**src/rtl/dptr_pkg.sv**
```systemverilog
// constants, types and table contents for the parameter table block
package dptr_pkg;

    // density options selectable by software
    typedef enum logic [2:0] {
        DPTR_DENS_4M   = 3'h0,
        DPTR_DENS_2M   = 3'h1,
        DPTR_DENS_1M   = 3'h2,
        DPTR_DENS_512K = 3'h3,
        DPTR_DENS_256K = 3'h4,
        DPTR_DENS_1M_C = 3'h5
    } dptr_density_e;

    // ahb request as seen by the slave
    typedef struct packed {
        logic        hsel;
        logic [31:0] haddr;
        logic [1:0]  htrans;
        logic        hwrite;
        logic [2:0]  hsize;
        logic [31:0] hwdata;
        logic        hready;
    } dptr_ahb_req_s;

    // ahb answer from the slave
    typedef struct packed {
        logic [31:0] hrdata;
        logic        hreadyout;
        logic        hresp;
    } dptr_ahb_rsp_s;

    localparam logic [2:0]  HSIZE_WORD      = 3'h2;
    localparam logic        HRESP_OKAY      = 1'h0;
    localparam logic [31:0] RDATA_UNMAPPED  = 32'h0000_0000;
    localparam logic [31:0] RDATA_UNUSED    = 32'hFFFF_FFFF;

    // header words that point at the basic table
    localparam logic [7:0]  OFS_HDR_LEN     = 8'h08;
    localparam logic [7:0]  OFS_HDR_PTR     = 8'h0C;
    localparam logic [7:0]  BASIC_TABLE_POINTER = 8'h30;
    localparam logic [7:0]  BASIC_TABLE_LEN = 8'h10;
    localparam logic [7:0]  BASIC_TABLE_END = 8'h70;
    localparam logic [7:0]  PARAM_ID_LSB    = 8'h00;
    localparam logic [7:0]  PARAM_ID_MSB    = 8'hFF;
    localparam logic [7:0]  PARAM_REV_MINOR = 8'h06;
    localparam logic [7:0]  PARAM_REV_MAJOR = 8'h01;

    // byte offsets of the table words in this block
    localparam logic [7:0]  OFS_W30 = 8'h30;
    localparam logic [7:0]  OFS_W34 = 8'h34;
    localparam logic [7:0]  OFS_W38 = 8'h38;
    localparam logic [7:0]  OFS_W3C = 8'h3C;
    localparam logic [7:0]  OFS_W40 = 8'h40;
    localparam logic [7:0]  OFS_W44 = 8'h44;
    localparam logic [7:0]  OFS_W48 = 8'h48;
    localparam logic [7:0]  OFS_W4C = 8'h4C;
    localparam logic [7:0]  OFS_W50 = 8'h50;
    localparam logic [7:0]  OFS_W54 = 8'h54;

    // control and status words
    localparam logic [7:0]  OFS_CFG  = 8'h80;
    localparam logic [7:0]  OFS_STAT = 8'h84;
    localparam dptr_density_e CFG_RESET = DPTR_DENS_4M;

    // bytes 30h and 31h fields
    localparam logic [1:0]  MIN_ERASE_CODE  = 2'h1;
    localparam logic        WRITE_GRAN_FLAG = 1'h1;
    localparam logic        VOLATILE_BP     = 1'h1;
    localparam logic        WREN_SELECT     = 1'h0;
    localparam logic [2:0]  UNUSED_3        = 3'h7;
    localparam logic [7:0]  OP_ERASE_4K     = 8'h20;

    // byte 32h flags, with the 2-2-2 and 4-4-4 flags in byte 40h
    localparam logic        SUP_112 = 1'h1;
    localparam logic [1:0]  ADDR_BYTES = 2'h0;
    localparam logic        SUP_DTR = 1'h0;
    localparam logic        SUP_122 = 1'h1;
    localparam logic        SUP_144 = 1'h1;
    localparam logic        SUP_114 = 1'h1;
    localparam logic        SUP_222 = 1'h0;
    localparam logic        SUP_444 = 1'h1;

    // fast read descriptors
    localparam logic [4:0]  DUMMY_144 = 5'h04;
    localparam logic [2:0]  MODE_144  = 3'h2;
    localparam logic [7:0]  OP_144    = 8'hEB;
    localparam logic [4:0]  DUMMY_114 = 5'h08;
    localparam logic [2:0]  MODE_114  = 3'h0;
    localparam logic [7:0]  OP_114    = 8'h6B;
    localparam logic [4:0]  DUMMY_112 = 5'h08;
    localparam logic [2:0]  MODE_112  = 3'h0;
    localparam logic [7:0]  OP_112    = 8'h3B;
    localparam logic [4:0]  DUMMY_122 = 5'h00;
    localparam logic [2:0]  MODE_122  = 3'h4;
    localparam logic [7:0]  OP_122    = 8'hBB;
    localparam logic [4:0]  DUMMY_222 = 5'h00;
    localparam logic [2:0]  MODE_222  = 3'h0;
    localparam logic [7:0]  OP_NONE   = 8'hFF;
    localparam logic [4:0]  DUMMY_444 = 5'h04;
    localparam logic [2:0]  MODE_444  = 3'h2;
    localparam logic [7:0]  OP_444    = 8'hEB;

    // density minus one, bytes 34h to 37h, only byte 36h varies
    localparam logic [7:0]  DENS_4M   = 8'h3F;
    localparam logic [7:0]  DENS_2M   = 8'h1F;
    localparam logic [7:0]  DENS_1M   = 8'h0F;
    localparam logic [7:0]  DENS_512K = 8'h07;
    localparam logic [7:0]  DENS_256K = 8'h03;
    localparam logic [7:0]  DENS_TOP  = 8'h00;
    localparam logic [15:0] DENS_LOW  = 16'hFFFF;

    // erase types
    localparam logic [7:0]  ER1_SIZE = 8'h0C;
    localparam logic [7:0]  ER1_OP   = 8'h20;
    localparam logic [7:0]  ER2_SIZE = 8'h0F;
    localparam logic [7:0]  ER2_OP   = 8'h52;
    localparam logic [7:0]  ER3_SIZE = 8'h10;
    localparam logic [7:0]  ER3_OP   = 8'hD8;
    localparam logic [7:0]  ER_NONE_SIZE = 8'h00;

    // typical erase times
    localparam logic [3:0]  ER_MULT   = 4'h2;
    localparam logic [4:0]  ER12_CNT  = 5'h04;
    localparam logic [1:0]  ER12_UNIT = 2'h1;
    localparam logic [4:0]  ER3_CNT   = 5'h0C;
    localparam logic [1:0]  ER3_UNIT  = 2'h1;
    localparam logic [4:0]  ER_NONE_CNT  = 5'h00;
    localparam logic [1:0]  ER_NONE_UNIT = 2'h0;

endpackage : dptr_pkg

```
**src/rtl/dptr_table_rom.sv**
```systemverilog
// ahb-lite slave serving the discoverable parameter table contents
module dptr_table_rom
(
    // clock and reset
    input  wire logic                   clock_i,
    input  wire logic                   rst_b_i,
    // ahb-lite slave
    input  wire dptr_pkg::dptr_ahb_req_s ahb_req_i,
    output      dptr_pkg::dptr_ahb_rsp_s ahb_rsp_o,
    // erase decode hint for the command logic
    output      logic                   d8_block_32k_o,
    output      logic                   large_density_o
);

    dptr_pkg::dptr_density_e cfg_reg;
    dptr_pkg::dptr_density_e cfg_next;
    logic                    wr_pend_reg;
    logic [31:0]             rdata_reg;
    logic                    d8_alias_reg;
    logic                    large_reg;
    logic                    addr_phase;
    logic                    cfg_large;
    logic                    cfg_d8_alias;
    logic [31:0]             rd_word;

    // a transfer is accepted when selected, active and the bus is ready
    assign addr_phase = ahb_req_i.hsel && ahb_req_i.htrans[1]
                        && ahb_req_i.hready;

    // illegal density codes are dropped so the table never goes undefined
    always_comb
    begin
        cfg_next = cfg_reg;
        if (wr_pend_reg && ahb_req_i.hready
            && (ahb_req_i.hwdata[2:0] <= dptr_pkg::DPTR_DENS_1M_C))
        begin
            cfg_next = dptr_pkg::dptr_density_e'(ahb_req_i.hwdata[2:0]);
        end
    end

    always_comb
    begin
        cfg_large = (cfg_next == dptr_pkg::DPTR_DENS_4M)
                    || (cfg_next == dptr_pkg::DPTR_DENS_2M)
                    || (cfg_next == dptr_pkg::DPTR_DENS_1M);
        cfg_d8_alias = !cfg_large;
    end

    // read mux works on the post-write config so back-to-back
    // write then read of the config word sees the new value
    always_comb
    begin
        rd_word = dptr_pkg::RDATA_UNMAPPED;
        if (ahb_req_i.haddr[31:8] == 24'h00_0000)
        begin
            if ((ahb_req_i.haddr[7:0] >= dptr_pkg::BASIC_TABLE_POINTER)
                && (ahb_req_i.haddr[7:0] < dptr_pkg::BASIC_TABLE_END))
            begin
                rd_word = dptr_pkg::RDATA_UNUSED;
            end
            unique case ({ahb_req_i.haddr[7:2], 2'h0})
                dptr_pkg::OFS_HDR_LEN:
                    rd_word = {dptr_pkg::BASIC_TABLE_LEN,
                               dptr_pkg::PARAM_REV_MAJOR,
                               dptr_pkg::PARAM_REV_MINOR,
                               dptr_pkg::PARAM_ID_LSB};
                dptr_pkg::OFS_HDR_PTR:
                    rd_word = {dptr_pkg::PARAM_ID_MSB, 16'h0000,
                               dptr_pkg::BASIC_TABLE_POINTER};
                dptr_pkg::OFS_W30:
                    rd_word = {8'hFF, dptr_pkg::UNUSED_3[0:0],
                               dptr_pkg::SUP_114,
                               dptr_pkg::SUP_144,
                               dptr_pkg::SUP_122,
                               dptr_pkg::SUP_DTR,
                               dptr_pkg::ADDR_BYTES,
                               dptr_pkg::SUP_112,
                               dptr_pkg::OP_ERASE_4K,
                               dptr_pkg::UNUSED_3,
                               dptr_pkg::WREN_SELECT,
                               dptr_pkg::VOLATILE_BP,
                               dptr_pkg::WRITE_GRAN_FLAG,
                               dptr_pkg::MIN_ERASE_CODE};
                dptr_pkg::OFS_W34:
                begin
                    rd_word = {dptr_pkg::DENS_TOP, dptr_pkg::DENS_4M,
                               dptr_pkg::DENS_LOW};
                    unique case (cfg_next)
                        dptr_pkg::DPTR_DENS_2M:
                            rd_word[23:16] = dptr_pkg::DENS_2M;
                        dptr_pkg::DPTR_DENS_1M,
                        dptr_pkg::DPTR_DENS_1M_C:
                            rd_word[23:16] = dptr_pkg::DENS_1M;
                        dptr_pkg::DPTR_DENS_512K:
                            rd_word[23:16] = dptr_pkg::DENS_512K;
                        dptr_pkg::DPTR_DENS_256K:
                            rd_word[23:16] = dptr_pkg::DENS_256K;
                        default:
                            rd_word[23:16] = dptr_pkg::DENS_4M;
                    endcase
                end
                dptr_pkg::OFS_W38:
                    rd_word = {dptr_pkg::OP_114, dptr_pkg::MODE_114,
                               dptr_pkg::DUMMY_114,
                               dptr_pkg::OP_144, dptr_pkg::MODE_144,
                               dptr_pkg::DUMMY_144};
                dptr_pkg::OFS_W3C:
                    rd_word = {dptr_pkg::OP_122, dptr_pkg::MODE_122,
                               dptr_pkg::DUMMY_122,
                               dptr_pkg::OP_112, dptr_pkg::MODE_112,
                               dptr_pkg::DUMMY_112};
                dptr_pkg::OFS_W40:
                    rd_word = {24'hFF_FFFF, dptr_pkg::UNUSED_3,
                               dptr_pkg::SUP_444,
                               dptr_pkg::UNUSED_3,
                               dptr_pkg::SUP_222};
                dptr_pkg::OFS_W44:
                    rd_word = {dptr_pkg::OP_NONE, dptr_pkg::MODE_222,
                               dptr_pkg::DUMMY_222,
                               16'hFFFF};
                dptr_pkg::OFS_W48:
                    rd_word = {dptr_pkg::OP_444, dptr_pkg::MODE_444,
                               dptr_pkg::DUMMY_444,
                               16'hFFFF};
                dptr_pkg::OFS_W4C:
                    rd_word = {dptr_pkg::ER2_OP, dptr_pkg::ER2_SIZE,
                               dptr_pkg::ER1_OP,
                               dptr_pkg::ER1_SIZE};
                dptr_pkg::OFS_W50:
                    rd_word = {dptr_pkg::OP_NONE,
                               dptr_pkg::ER_NONE_SIZE,
                               cfg_large ? dptr_pkg::ER3_OP
                                         : dptr_pkg::OP_NONE,
                               cfg_large ? dptr_pkg::ER3_SIZE
                                         : dptr_pkg::ER_NONE_SIZE};
                dptr_pkg::OFS_W54:
                    rd_word = {dptr_pkg::ER_NONE_UNIT,
                               dptr_pkg::ER_NONE_CNT,
                               cfg_large ? dptr_pkg::ER3_UNIT
                                         : dptr_pkg::ER_NONE_UNIT,
                               cfg_large ? dptr_pkg::ER3_CNT
                                         : dptr_pkg::ER_NONE_CNT,
                               dptr_pkg::ER12_UNIT, dptr_pkg::ER12_CNT,
                               dptr_pkg::ER12_UNIT, dptr_pkg::ER12_CNT,
                               dptr_pkg::ER_MULT};
                dptr_pkg::OFS_CFG:
                    rd_word = {29'h0000_0000, cfg_next};
                dptr_pkg::OFS_STAT:
                    rd_word = {27'h000_0000, cfg_large, cfg_d8_alias,
                               cfg_next};
                default:
                    rd_word = rd_word;
            endcase
        end
    end

    // write to the config word is remembered across the address phase
    always_ff @(posedge clock_i or negedge rst_b_i)
    begin
        if (!rst_b_i)
            wr_pend_reg <= 1'h0;
        else if (ahb_req_i.hready)
            wr_pend_reg <= addr_phase && ahb_req_i.hwrite
                           && (ahb_req_i.hsize == dptr_pkg::HSIZE_WORD)
                           && (ahb_req_i.haddr == {24'h00_0000,
                                                  dptr_pkg::OFS_CFG});
    end

    always_ff @(posedge clock_i or negedge rst_b_i)
    begin
        if (!rst_b_i)
            cfg_reg <= dptr_pkg::CFG_RESET;
        else
            cfg_reg <= cfg_next;
    end

    // read data is sampled at the address phase, so no wait states
    always_ff @(posedge clock_i or negedge rst_b_i)
    begin
        if (!rst_b_i)
            rdata_reg <= dptr_pkg::RDATA_UNMAPPED;
        else if (ahb_req_i.hready)
            rdata_reg <= (addr_phase && !ahb_req_i.hwrite)
                         ? rd_word : dptr_pkg::RDATA_UNMAPPED;
    end

    always_ff @(posedge clock_i or negedge rst_b_i)
    begin
        if (!rst_b_i)
        begin
            d8_alias_reg <= 1'h0;
            large_reg    <= 1'h1;
        end
        else
        begin
            d8_alias_reg <= cfg_d8_alias;
            large_reg    <= cfg_large;
        end
    end

    assign ahb_rsp_o.hrdata    = rdata_reg;
    assign ahb_rsp_o.hreadyout = 1'h1;
    assign ahb_rsp_o.hresp     = dptr_pkg::HRESP_OKAY;
    assign d8_block_32k_o      = d8_alias_reg;
    assign large_density_o     = large_reg;

endmodule : dptr_table_rom

```
**config.mk**
```make
export PLATFORM = sky130hd
export DESIGN_NAME = dptr_table_rom
export DESIGN_NICKNAME = d
export VERILOG_FILES = /design/src/rtl/dptr_pkg.sv /design/src/rtl/dptr_table_rom.sv
export SDC_FILE = /design/constraint.sdc
export NUM_CORES = 1
export LEC_CHECK = 0
export BUFFER_PORTS_ARGS = -buffer_cell sky130_fd_sc_hd__buf_2
export CORE_UTILIZATION = 40
export DETAILED_ROUTE_END_ITERATION = 16
export PLACE_DENSITY_LB_ADDON = 0.15
export SETUP_SLACK_MARGIN = 0.05
export SYNTH_ARGS = -nofsm -noshare
export SYNTH_HDL_FRONTEND = slang
export SYNTH_SLANG_ARGS = --single-unit
```
**constraint.sdc**
```tcl
create_clock -name clock_i -period 2.3 [get_ports clock_i]
set_input_delay 0.115 -clock clock_i [delete_from_list [all_inputs] [get_ports clock_i]]
set_output_delay 0.115 -clock clock_i [all_outputs]
set_load 0.05 [all_outputs]
```
==> flow_metrics.env, run 1 <==
export IMPL_clk_latency_ns=0.29
export IMPL_hp_class="in -> reg"
export IMPL_min_delay_start="ahb_req_i[0]"
export IMPL_skew_ns=0.00982
export IMPL_finalHoldViolations=0
export IMPL_dp_hpwl_um=4940
export IMPL_n_antenna_cell=0
export IMPL_finalCritPeriodShare=0.859
export IMPL_p_leak_nw=1.46
export IMPL_crit_start="wr_pend_reg"
export IMPL_ir_drop_mv=0.249
export IMPL_die_x_um=79.2
export IMPL_vias=2454
export IMPL_antenna_found_initial=0
export IMPL_fp_coreArea_um2=5640
export IMPL_synth_avg_cell_area_um2=8.40
export IMPL_synth_main_ff_cell="dfrtp_1"
export IMPL_cts_resized=0
export IMPL_nets=436
export IMPL_period_minus_slack_ns=1.98
export IMPL_worstMarginPinSlew_ns=0.803
export IMPL_synthArstFlopShare=1.00
export IMPL_cts_tree="built"
export IMPL_clkTransAtPathRegs_ns=0.08
export IMPL_syn2layout_area_growth_pct=25.9
export IMPL_synth_cells=284
export IMPL_die_h_um=79.2
export IMPL_synth_warnings=0
export IMPL_outcome="completed"
export IMPL_cp_arrival_ns=2.16
export IMPL_largest_reg_flops=29
export IMPL_start_kind="register"
export IMPL_drv_cap=0
export IMPL_synth_area_um2=2390
export IMPL_crit_type="reg -> reg"
export IMPL_cellPowerDensity_nw_per_um2=466
export IMPL_crit_path_max_fanout=4
export IMPL_die_area_um2=6280
export IMPL_place_port_buffers=77
export IMPL_place_congestion=0.886
export IMPL_pre_cts_slack_ns=0.307
export IMPL_fin_util=0.532
export IMPL_max_freq_ghz=0.506
export IMPL_num_rows=27
export IMPL_wirelength_um=6760
export IMPL_r2r_start="wr_pend_reg"
export IMPL_synth_seq_area_share=0.368
export IMPL_cts_path_max_buffers=2
export IMPL_grt_overflow_total=0
export IMPL_postSynthNetCount=358
export IMPL_synth_cell_types=61
export IMPL_h_tree_depth=2
export IMPL_initial_core_util=0.423
export IMPL_clock_root_buffer="clkbuf_8"
export IMPL_slew_viol_final=0
export IMPL_clock_sinks=35
export IMPL_drive_gt1_frac=0.314
export IMPL_via_per_inst=5.64
export IMPL_grt_first_pass_wirelength_um=10900
export IMPL_io_pins=110
export IMPL_drt_drc_violations_left=0
export IMPL_relSlewSlack=0.464
export IMPL_grt_pass1_vias=2262
export IMPL_end_kind="register"
export IMPL_cts_buffers=5
export IMPL_power_mw=1.40
export IMPL_avgRoutedWirePerCell_um=15.5
export IMPL_whs_ns=0.0610
export IMPL_setup_tns_ns=0
export IMPL_rsz0062_at_grt="no"
export IMPL_drt_iter0_drc=133
export IMPL_ant_nets=0
export IMPL_synth_edf_count=0
export IMPL_grt_usage=0.222
export IMPL_timing_final_ws_setup_ns=0.324
export IMPL_worstPathRequired_ns=2.48
export IMPL_synth_seq_cells=35
export IMPL_grt_max_degree=36
export IMPL_first_pass_iters=4
export IMPL_finalSetupViolCount=0
## metrics by stage
step           std cells  cell area, µm²
2_1_floorplan        284            2390
3_3_place_gp         426            2890
3_5_place_dp         426            2890
4_1_cts              435            3000
5_1_grt              435            3000
6_report             435            3000
## layer usage
metal,global-route usage,routed length [µm],vias up
met5,0,0,-
met4,0.0655,96,0
met3,0.0356,267,9
met2,0.374,3290,58
met1,0.290,3110,1172
li1,-,-,1215
## power by group
group | internal, mW | switching, mW | leakage, nW | total, mW
Combinational | 0.0914 | 0.148 | 0.923 | 0.239
Clock | 0.324 | 0.219 | 0.0524 | 0.544
Sequential | 0.615 | 0.00000000127 | 0.486 | 0.615
## timing repair
action                                  4_1_cts  5_1_grt
buffers inserted                              0        0
hold endpoints to repair                     34        0
hold buffers                                  1        0
endpoints found under the setup margin        0        0
## worst paths after layout
check / to / slack, ns / cells past startpoint
worst max-delay path: rdata_reg[19] / 0.32 / 7
worst min-delay path: rdata_reg[12] / 0.06 / 2
worst max register to register: rdata_reg[19] / 0.32 / 7
worst min register to register: rdata_reg[8] / 0.48 / 1
max in group asynchronous: rdata_reg[7] / 1.34 / 2
min in group asynchronous: d8_block_32k_o / 0.44 / 2
## Yosys cell counts (2+ instances only)
cell | n | area (µm²)
or4_1 | 2 | 15.0
nor4_1 | 8 | 50.1
a2bb2oi_1 | 2 | 17.5
o21a_1 | 3 | 22.5
a21o_1 | 3 | 22.5
nor4b_1 | 6 | 52.6
a221o_1 | 2 | 20.0
nand2_1 | 19 | 71.3
a22oi_1 | 7 | 52.6
nor2_1 | 27 | 101
or3_1 | 4 | 25.0
nand4_1 | 3 | 18.8
nor3_1 | 6 | 30.0
a22o_1 | 2 | 17.5
conb_1 | 2 | 7.51
buf_4 | 6 | 45.0
a21oi_1 | 27 | 135
o21ai_1 | 7 | 35.0
o2bb2ai_1 | 16 | 140
nand3_1 | 6 | 30.0
o21ai_0 | 10 | 50.1
buf_2 | 4 | 20.0
clkbuf_1 | 17 | 63.8
nand2b_1 | 8 | 50.1
o32ai_1 | 2 | 17.5
dfrtp_1 | 34 | 851
nor2b_1 | 6 | 37.5
a221oi_1 | 3 | 26.3
o211ai_1 | 2 | 15.0
inv_1 | 9 | 33.8
## layout by cell type (no fill, tap or decap), types with 2 or more instances in the layout
| master | Yosys | routed |
|---|---|---|
| buf_2 | 4 | 77 |
| a22oi_1 | 7 | 7 |
| nor3_1 | 6 | 6 |
| or3_1 | 4 | 4 |
| buf_4 | 6 | 21 |
| conb_1 | 2 | 2 |
| o2bb2ai_1 | 16 | 16 |
| or4_1 | 2 | 2 |
| nand2_1 | 19 | 19 |
| a21o_1 | 3 | 3 |
| o211ai_1 | 2 | 2 |
| a22o_1 | 2 | 2 |
| nand3_1 | 6 | 6 |
| o21ai_1 | 7 | 7 |
| o21ai_0 | 10 | 10 |
| a2bb2oi_1 | 2 | 2 |
| nor4_1 | 8 | 8 |
| a221o_1 | 2 | 2 |
| a21oi_1 | 27 | 27 |
| dfrtp_1 | 34 | 34 |
| nand4_1 | 3 | 3 |
| nor2b_1 | 6 | 6 |
| nor4b_1 | 6 | 6 |
| nand2b_1 | 8 | 8 |
| a221oi_1 | 3 | 3 |
| o32ai_1 | 2 | 2 |
| clkbuf_1 | 17 | 2 |
| o21a_1 | 3 | 3 |
| nor2_1 | 27 | 27 |
| inv_1 | 9 | 9 |
| clkbuf_8 | 0 | 5 |
## cells by family after synthesis
logic type	after synthesis	synth area share
simple gates	104	0.239
compound gates	103	0.311
buf+inv	38	0.0713
flops	35	0.368
other cells	2	0.00315
xor+xnor	1	0.00367
mux	1	0.00420
## worst max-delay path, stage by stage (launching register included)
cell and delay [ns]:
dfrtp_1 0.36, nand2_1 0.10, a21oi_1 0.28, mux2i_1 0.30, inv_1 0.14, nor3_1 0.32, a2111oi_2 0.10, a211o_1 0.27
## layout make-up
class,instances,area [µm²]
clock buffers,7,76.3
flip-flops and latches,35,877
multi-input cells,211,1340
inverters,10,37.5
repair buffers,99,553
well taps,72,90.1
fillers,558,2640
clock inverters,1,30.0
Power figures use the tool's default switching activity.
==> run 2: changes to the inputs <==
--- a/config.mk
+++ b/config.mk
@@ -6,10 +6,11 @@
 export NUM_CORES = 1
 export LEC_CHECK = 0
 export BUFFER_PORTS_ARGS = -buffer_cell sky130_fd_sc_hd__buf_2
-export CORE_UTILIZATION = 40
+export CORE_UTILIZATION = 46
 export DETAILED_ROUTE_END_ITERATION = 16
 export PLACE_DENSITY_LB_ADDON = 0.15
 export SETUP_SLACK_MARGIN = 0.05
+export SKIP_CTS_REPAIR_TIMING = 1
 export SYNTH_ARGS = -nofsm -noshare
 export SYNTH_HDL_FRONTEND = slang
 export SYNTH_SLANG_ARGS = --single-unit
==> run 2 against run 1 <==
  * Clock power down 14%
  * Via count up 4.0%
  * Worst hold slack better by 0.0054 ns
  * Clock skew down 0.0065 ns
  * Highest routed layer unchanged
  * Critical path type unchanged
  * Largest cell class unchanged
==> flow_metrics.env, run 2 (synthesis results as in run 1) <==
export IMPL_outcome="completed"
export IMPL_timing_final_ws_setup_ns=0.391
export IMPL_crit_chain="nand2_1 > a21oi_1 > mux2i_1 > inv_1 > nor3_1 > a2111oi_2 > a211o_1"
export IMPL_rsz0062_at_grt="no"
export IMPL_finalHoldViolations=0
export IMPL_crit_type="reg -> reg"
export IMPL_drv_cap=0
export IMPL_clkTransAtPathRegs_ns=0.08
export IMPL_die_h_um=74.0
export IMPL_pre_cts_slack_ns=0.242
export IMPL_fin_util=0.611
export IMPL_worstMarginPinSlew_ns=0.796
export IMPL_clk_latency_ns=0.30
export IMPL_relSlewSlack=0.469
export IMPL_grt_usage=0.266
export IMPL_final_cell_mix="buf_2, dfrtp_1, nor2_1, a21oi_1, nand2_1"
export IMPL_cts_buffers=5
export IMPL_r2r_start="wr_pend_reg"
export IMPL_path_delay_family="compound AO/OA/AOI/OAI gates"
export IMPL_min_to="rdata_reg[12]"
export IMPL_num_rows=25
export IMPL_min_delay_start="ahb_req_i[0]"
export IMPL_grt_first_pass_wirelength_um=11000
export IMPL_slew_viol_final=0
export IMPL_place_congestion=0.927
export IMPL_crit_buf_inv=1
export IMPL_skew_ns=0.00334
export IMPL_whs_ns=0.0663
export IMPL_ant_nets=0
export IMPL_wirelength_um=6980
export IMPL_reg2reg_depth=7
export IMPL_place_port_buffers=77
export IMPL_regToRegEndpoint="rdata_reg[19]"
export IMPL_crit_path_max_fanout=4
export IMPL_reg2reg_slack_ns=0.39
export IMPL_p_leak_nw=1.44
export IMPL_first_pass_iters=5
export IMPL_cellPowerDensity_nw_per_um2=448
export IMPL_cts_path_max_buffers=2
export IMPL_io_pins=110
export IMPL_dp_hpwl_um=5080
export IMPL_period_minus_slack_ns=1.91
export IMPL_power_mw=1.33
export IMPL_worstPathRequired_ns=2.49
export IMPL_finalCritPeriodShare=0.830
export IMPL_syn2layout_area_growth_pct=24.1
export IMPL_drt_drc_violations_left=0
export IMPL_clock_sinks=35
export IMPL_drive_gt1_frac=0.314
export IMPL_via_per_inst=5.98
export IMPL_start_kind="register"
export IMPL_cts_tree="built"
export IMPL_die_area_um2=5480
export IMPL_nets=433
export IMPL_setup_tns_ns=0
export IMPL_finalSetupViolCount=0
export IMPL_antenna_found_initial=0
export IMPL_max_freq_ghz=0.524
export IMPL_grt_pass1_vias=2203
export IMPL_slowest_delay_ns=0.35
export IMPL_avgRoutedWirePerCell_um=16.3
export IMPL_grt_overflow_total=0
export IMPL_clock_root_buffer="clkbuf_8"
export IMPL_h_tree_depth=2
export IMPL_die_x_um=74.0
export IMPL_cp_arrival_ns=2.10
export IMPL_initial_core_util=0.492
export IMPL_vias=2553
export IMPL_n_antenna_cell=0
export IMPL_hold_path_depth=2
export IMPL_critPathSlowestCell="dfrtp_1"
export IMPL_grt_max_degree=36
export IMPL_mostFrequentLayoutCell="buf_2"
export IMPL_ir_drop_mv=0.275
export IMPL_drt_iter0_drc=228
export IMPL_end_kind="register"
export IMPL_fp_coreArea_um2=4850
export IMPL_largest_reg_flops=29
export IMPL_hp_class="in -> reg"
## run 2: changes by cell type in the layout (fill, tap and decap cells not counted), sizes merged
cell      before  now
bufinv         1    0
clkinvlp       0    2
buf           98   95
clkbuf         7    5
inv           10   11
## run 2: area by class of cell
cell class / count / area (µm²)
fill: 448 / 1890
multi-input combinational: 211 / 1340
sequential: 35 / 877
timing repair buffer: 96 / 531
tap: 67 / 83.8
clock buffer: 5 / 68.8
inverter: 10 / 37.5
clock inverter: 3 / 23.8
## run 2: how the worst max path moves through the flow
| stage | startpoint | end | slack (ns) | cells past startpoint |
|---|---|---|---|---|
| final | wr_pend_reg | rdata_reg[19] | 0.39 | 7 |
| after detailed placement | ahb_req_i[45] | rdata_reg[8] | 0.24 | 8 |
| after CTS | wr_pend_reg | rdata_reg[19] | 0.40 | 7 |
| after global placement | ahb_req_i[44] | rdata_reg[19] | 0.25 | 7 |
| after global routing | wr_pend_reg | rdata_reg[19] | 0.27 | 7 |
| after floorplan | ahb_req_i[45] | rdata_reg[19] | 0.44 | 7 |
## run 2: per-layer routing
layer,wire [µm],track usage,vias up,share of wire
met5,0,0,-,0
met4,83,0.0791,0,0.012
met3,607,0.0515,9,0.087
met2,3100,0.375,112,0.44
met1,3190,0.410,1227,0.46
li1,-,-,1205,-
## run 2: report_power, final
part           switching, mW  total [mW]  internal, mW
logic                  0.151       0.242        0.0902
registers      0.00000000135       0.615         0.615
clock network          0.252       0.469         0.216
## run 2: worst register-to-register path, stage by stage, from the launching register on
cell,delay (ns)
dfrtp_1,0.35
nand2_1,0.09
a21oi_1,0.24
mux2i_1,0.28
inv_1,0.14
nor3_1,0.32
a2111oi_2,0.10
a211o_1,0.27
## run 2: per-stage QoR
step	instances	area [µm²]
3_5_place_dp	418	2860
4_1_cts	426	2950
6_report	427	2960
2_1_floorplan	284	2390
3_3_place_gp	418	2860
5_1_grt	427	2960
==> run 3: changes to the inputs <==
--- a/config.mk
+++ b/config.mk
@@ -6,7 +6,7 @@
 export NUM_CORES = 1
 export LEC_CHECK = 0
 export BUFFER_PORTS_ARGS = -buffer_cell sky130_fd_sc_hd__buf_2
-export CORE_UTILIZATION = 46
+export CORE_UTILIZATION = 43
 export DETAILED_ROUTE_END_ITERATION = 16
 export PLACE_DENSITY_LB_ADDON = 0.15
 export SETUP_SLACK_MARGIN = 0.05
==> constraint.sdc (replaced) <==
create_clock -name clock_i -period 1.7 [get_ports clock_i]
set_input_delay 0.085 -clock clock_i [delete_from_list [all_inputs] [get_ports clock_i]]
set_output_delay 0.085 -clock clock_i [all_outputs]
set_load 0.05 [all_outputs]
==> run 3 against run 2 <==
  * Core utilization grew 3.3 points
  * Final area rose by 14%
  * Sequential share of layout area shrank 3.6 points
  * Critical endpoint is now rdata_reg[13]
  * Highest routed layer unchanged
==> flow_metrics.env, run 3 (synthesis results as in run 1) <==
export IMPL_finalSetupViolCount=0
export IMPL_pwr_share_seq=0.410
export IMPL_finalCritPeriodShare=0.972
export IMPL_crit_path_max_fanout=5
export IMPL_nets=473
export IMPL_n_antenna_cell=0
export IMPL_worstPathRequired_ns=1.89
export IMPL_cellPowerDensity_nw_per_um2=601
export IMPL_place_congestion=0.912
export IMPL_rsz0062_at_grt="yes"
export IMPL_hp_class="in -> reg"
export IMPL_mostFrequentLayoutCell="buf_2"
export IMPL_clk_latency_ns=0.30
export IMPL_die_area_um2=5850
export IMPL_cts_buffers=5
export IMPL_die_x_um=76.5
export IMPL_avgRoutedWirePerCell_um=16.4
export IMPL_timing_final_ws_setup_ns=0.0482
export IMPL_pre_cts_slack_ns=-0.168
export IMPL_dpl_cell_count=461
export IMPL_clock_sinks=35
export IMPL_p_comb_frac=0.191
export IMPL_cp_arrival_ns=1.84
export IMPL_via_per_inst=5.68
export IMPL_power_switching_share=0.274
export IMPL_p_int_mw=1.47
export IMPL_start_kind="register"
export IMPL_fp_coreArea_um2=5240
export IMPL_clkTransAtPathRegs_ns=0.08
export IMPL_vias=2668
export IMPL_place_port_buffers=77
export IMPL_grt_first_pass_wirelength_um=12500
export IMPL_syn2layout_area_growth_pct=41.4
export IMPL_largest_reg_flops=29
export IMPL_worstMarginPinSlew_ns=0.816
export IMPL_fin_util=0.644
export IMPL_grt_overflow_total=0
export IMPL_end_kind="register"
export IMPL_finalInstanceArea_um2=3370
export IMPL_crit_type="reg -> reg"
export IMPL_slew_viol_final=0
export IMPL_period_minus_slack_ns=1.65
export IMPL_initial_core_util=0.456
export IMPL_ir_drop_mv=0.414
export IMPL_final_cell_mix="buf_2, buf_4, dfrtp_1"
export IMPL_wirelength_um=7690
export IMPL_die_h_um=76.5
export IMPL_cts_tree="built"
export IMPL_finalHoldViolations=0
export IMPL_first_pass_iters=4
export IMPL_dp_hpwl_um=5750
export IMPL_grt_usage=0.268
export IMPL_final_cell_count_no_fill=470
export IMPL_io_pins=110
export IMPL_clkPwrFrac=0.399
export IMPL_grt_max_degree=36
export IMPL_ant_nets=0
export IMPL_clock_root_buffer="clkbuf_8"
export IMPL_max_freq_ghz=0.605
export IMPL_cts_path_max_buffers=2
export IMPL_dpl_cell_area_um2=3200
export IMPL_h_tree_depth=2
export IMPL_grt_pass1_vias=2585
export IMPL_switchingPower_mw=0.554
export IMPL_drv_cap=0
export IMPL_drive_gt1_frac=0.413
export IMPL_skew_ns=0.0118
export IMPL_antenna_found_initial=0
export IMPL_whs_ns=0.118
export IMPL_num_rows=26
export IMPL_drt_drc_violations_left=0
export IMPL_p_leak_nw=1.65
export IMPL_relSlewSlack=0.456
export IMPL_drt_iter0_drc=313
export IMPL_outcome="completed"
run 3: changes by cell type in the layout (fill, tap and decap cells not counted), moves of 2 or more:
| cell | delta |
|---|---|
| buf_4 | +39 |
| clkinvlp_4 | -2 |
| a21oi_2 | +2 |
| a21oi_1 | -3 |
run 3: through the flow:
step | TNS, ns | power, mW
after floorplan | 0 | 1.04
after global placement | -1.41 | 1.22
after detailed placement | -1.48 | 1.22
after CTS | -0.0810 | 2.02
after global routing | -0.0265 | 2.10
final | 0 | 2.03
run 3: final timing paths:
check | slack [ns] | cells past startpoint | startpoint | to
min reg2reg | 0.48 | 1 | rdata_reg[8] | rdata_reg[8]
min in group asynchronous | 0.41 | 2 | rst_b_i | rdata_reg[2]
min | 0.12 | 3 | ahb_req_i[0] | rdata_reg[12]
max reg2reg | 0.05 | 8 | wr_pend_reg | rdata_reg[13]
max | 0.05 | 8 | wr_pend_reg | rdata_reg[13]
max in group asynchronous | 0.77 | 2 | rst_b_i | rdata_reg[21]
run 3: layout make-up:
cell class / instances / area, µm²
clock inverter: 2 / 35.0
sequential: 35 / 877
timing repair buffer: 136 / 835
inverter: 10 / 37.5
tap: 70 / 87.6
multi-input combinational: 211 / 1420
fill: 490 / 1860
clock buffer: 6 / 82.6
run 3: metal layers:
| layer | vias to the layer above | share of wire | GRT usage |
|---|---|---|---|
| met5 | - | 0 | 0 |
| met3 | 10 | 0.049 | 0.0407 |
| met2 | 79 | 0.47 | 0.423 |
| met1 | 1289 | 0.47 | 0.383 |
| met4 | 0 | 0.0096 | 0.0654 |
| li1 | 1290 | - | - |
run 3: worst max-delay path, cell delays in order (launching register included):
cell and delay [ns]:
dfrtp_1 0.38, nand2_2 0.09, buf_4 0.16, nor2_4 0.08, a2bb2oi_1 0.06, buf_4 0.16, o211a_1 0.21, o21a_1 0.17
a221o_1 0.25
run 3: power groups by stage:
stage | Clock, mW | Combinational, mW | Sequential, mW
after floorplan | 0 | 0.196 | 0.849
after global placement | 0 | 0.370 | 0.848
after detailed placement | 0 | 0.373 | 0.848
after CTS | 0.816 | 0.376 | 0.832
after global routing | 0.847 | 0.421 | 0.832
final | 0.808 | 0.387 | 0.832
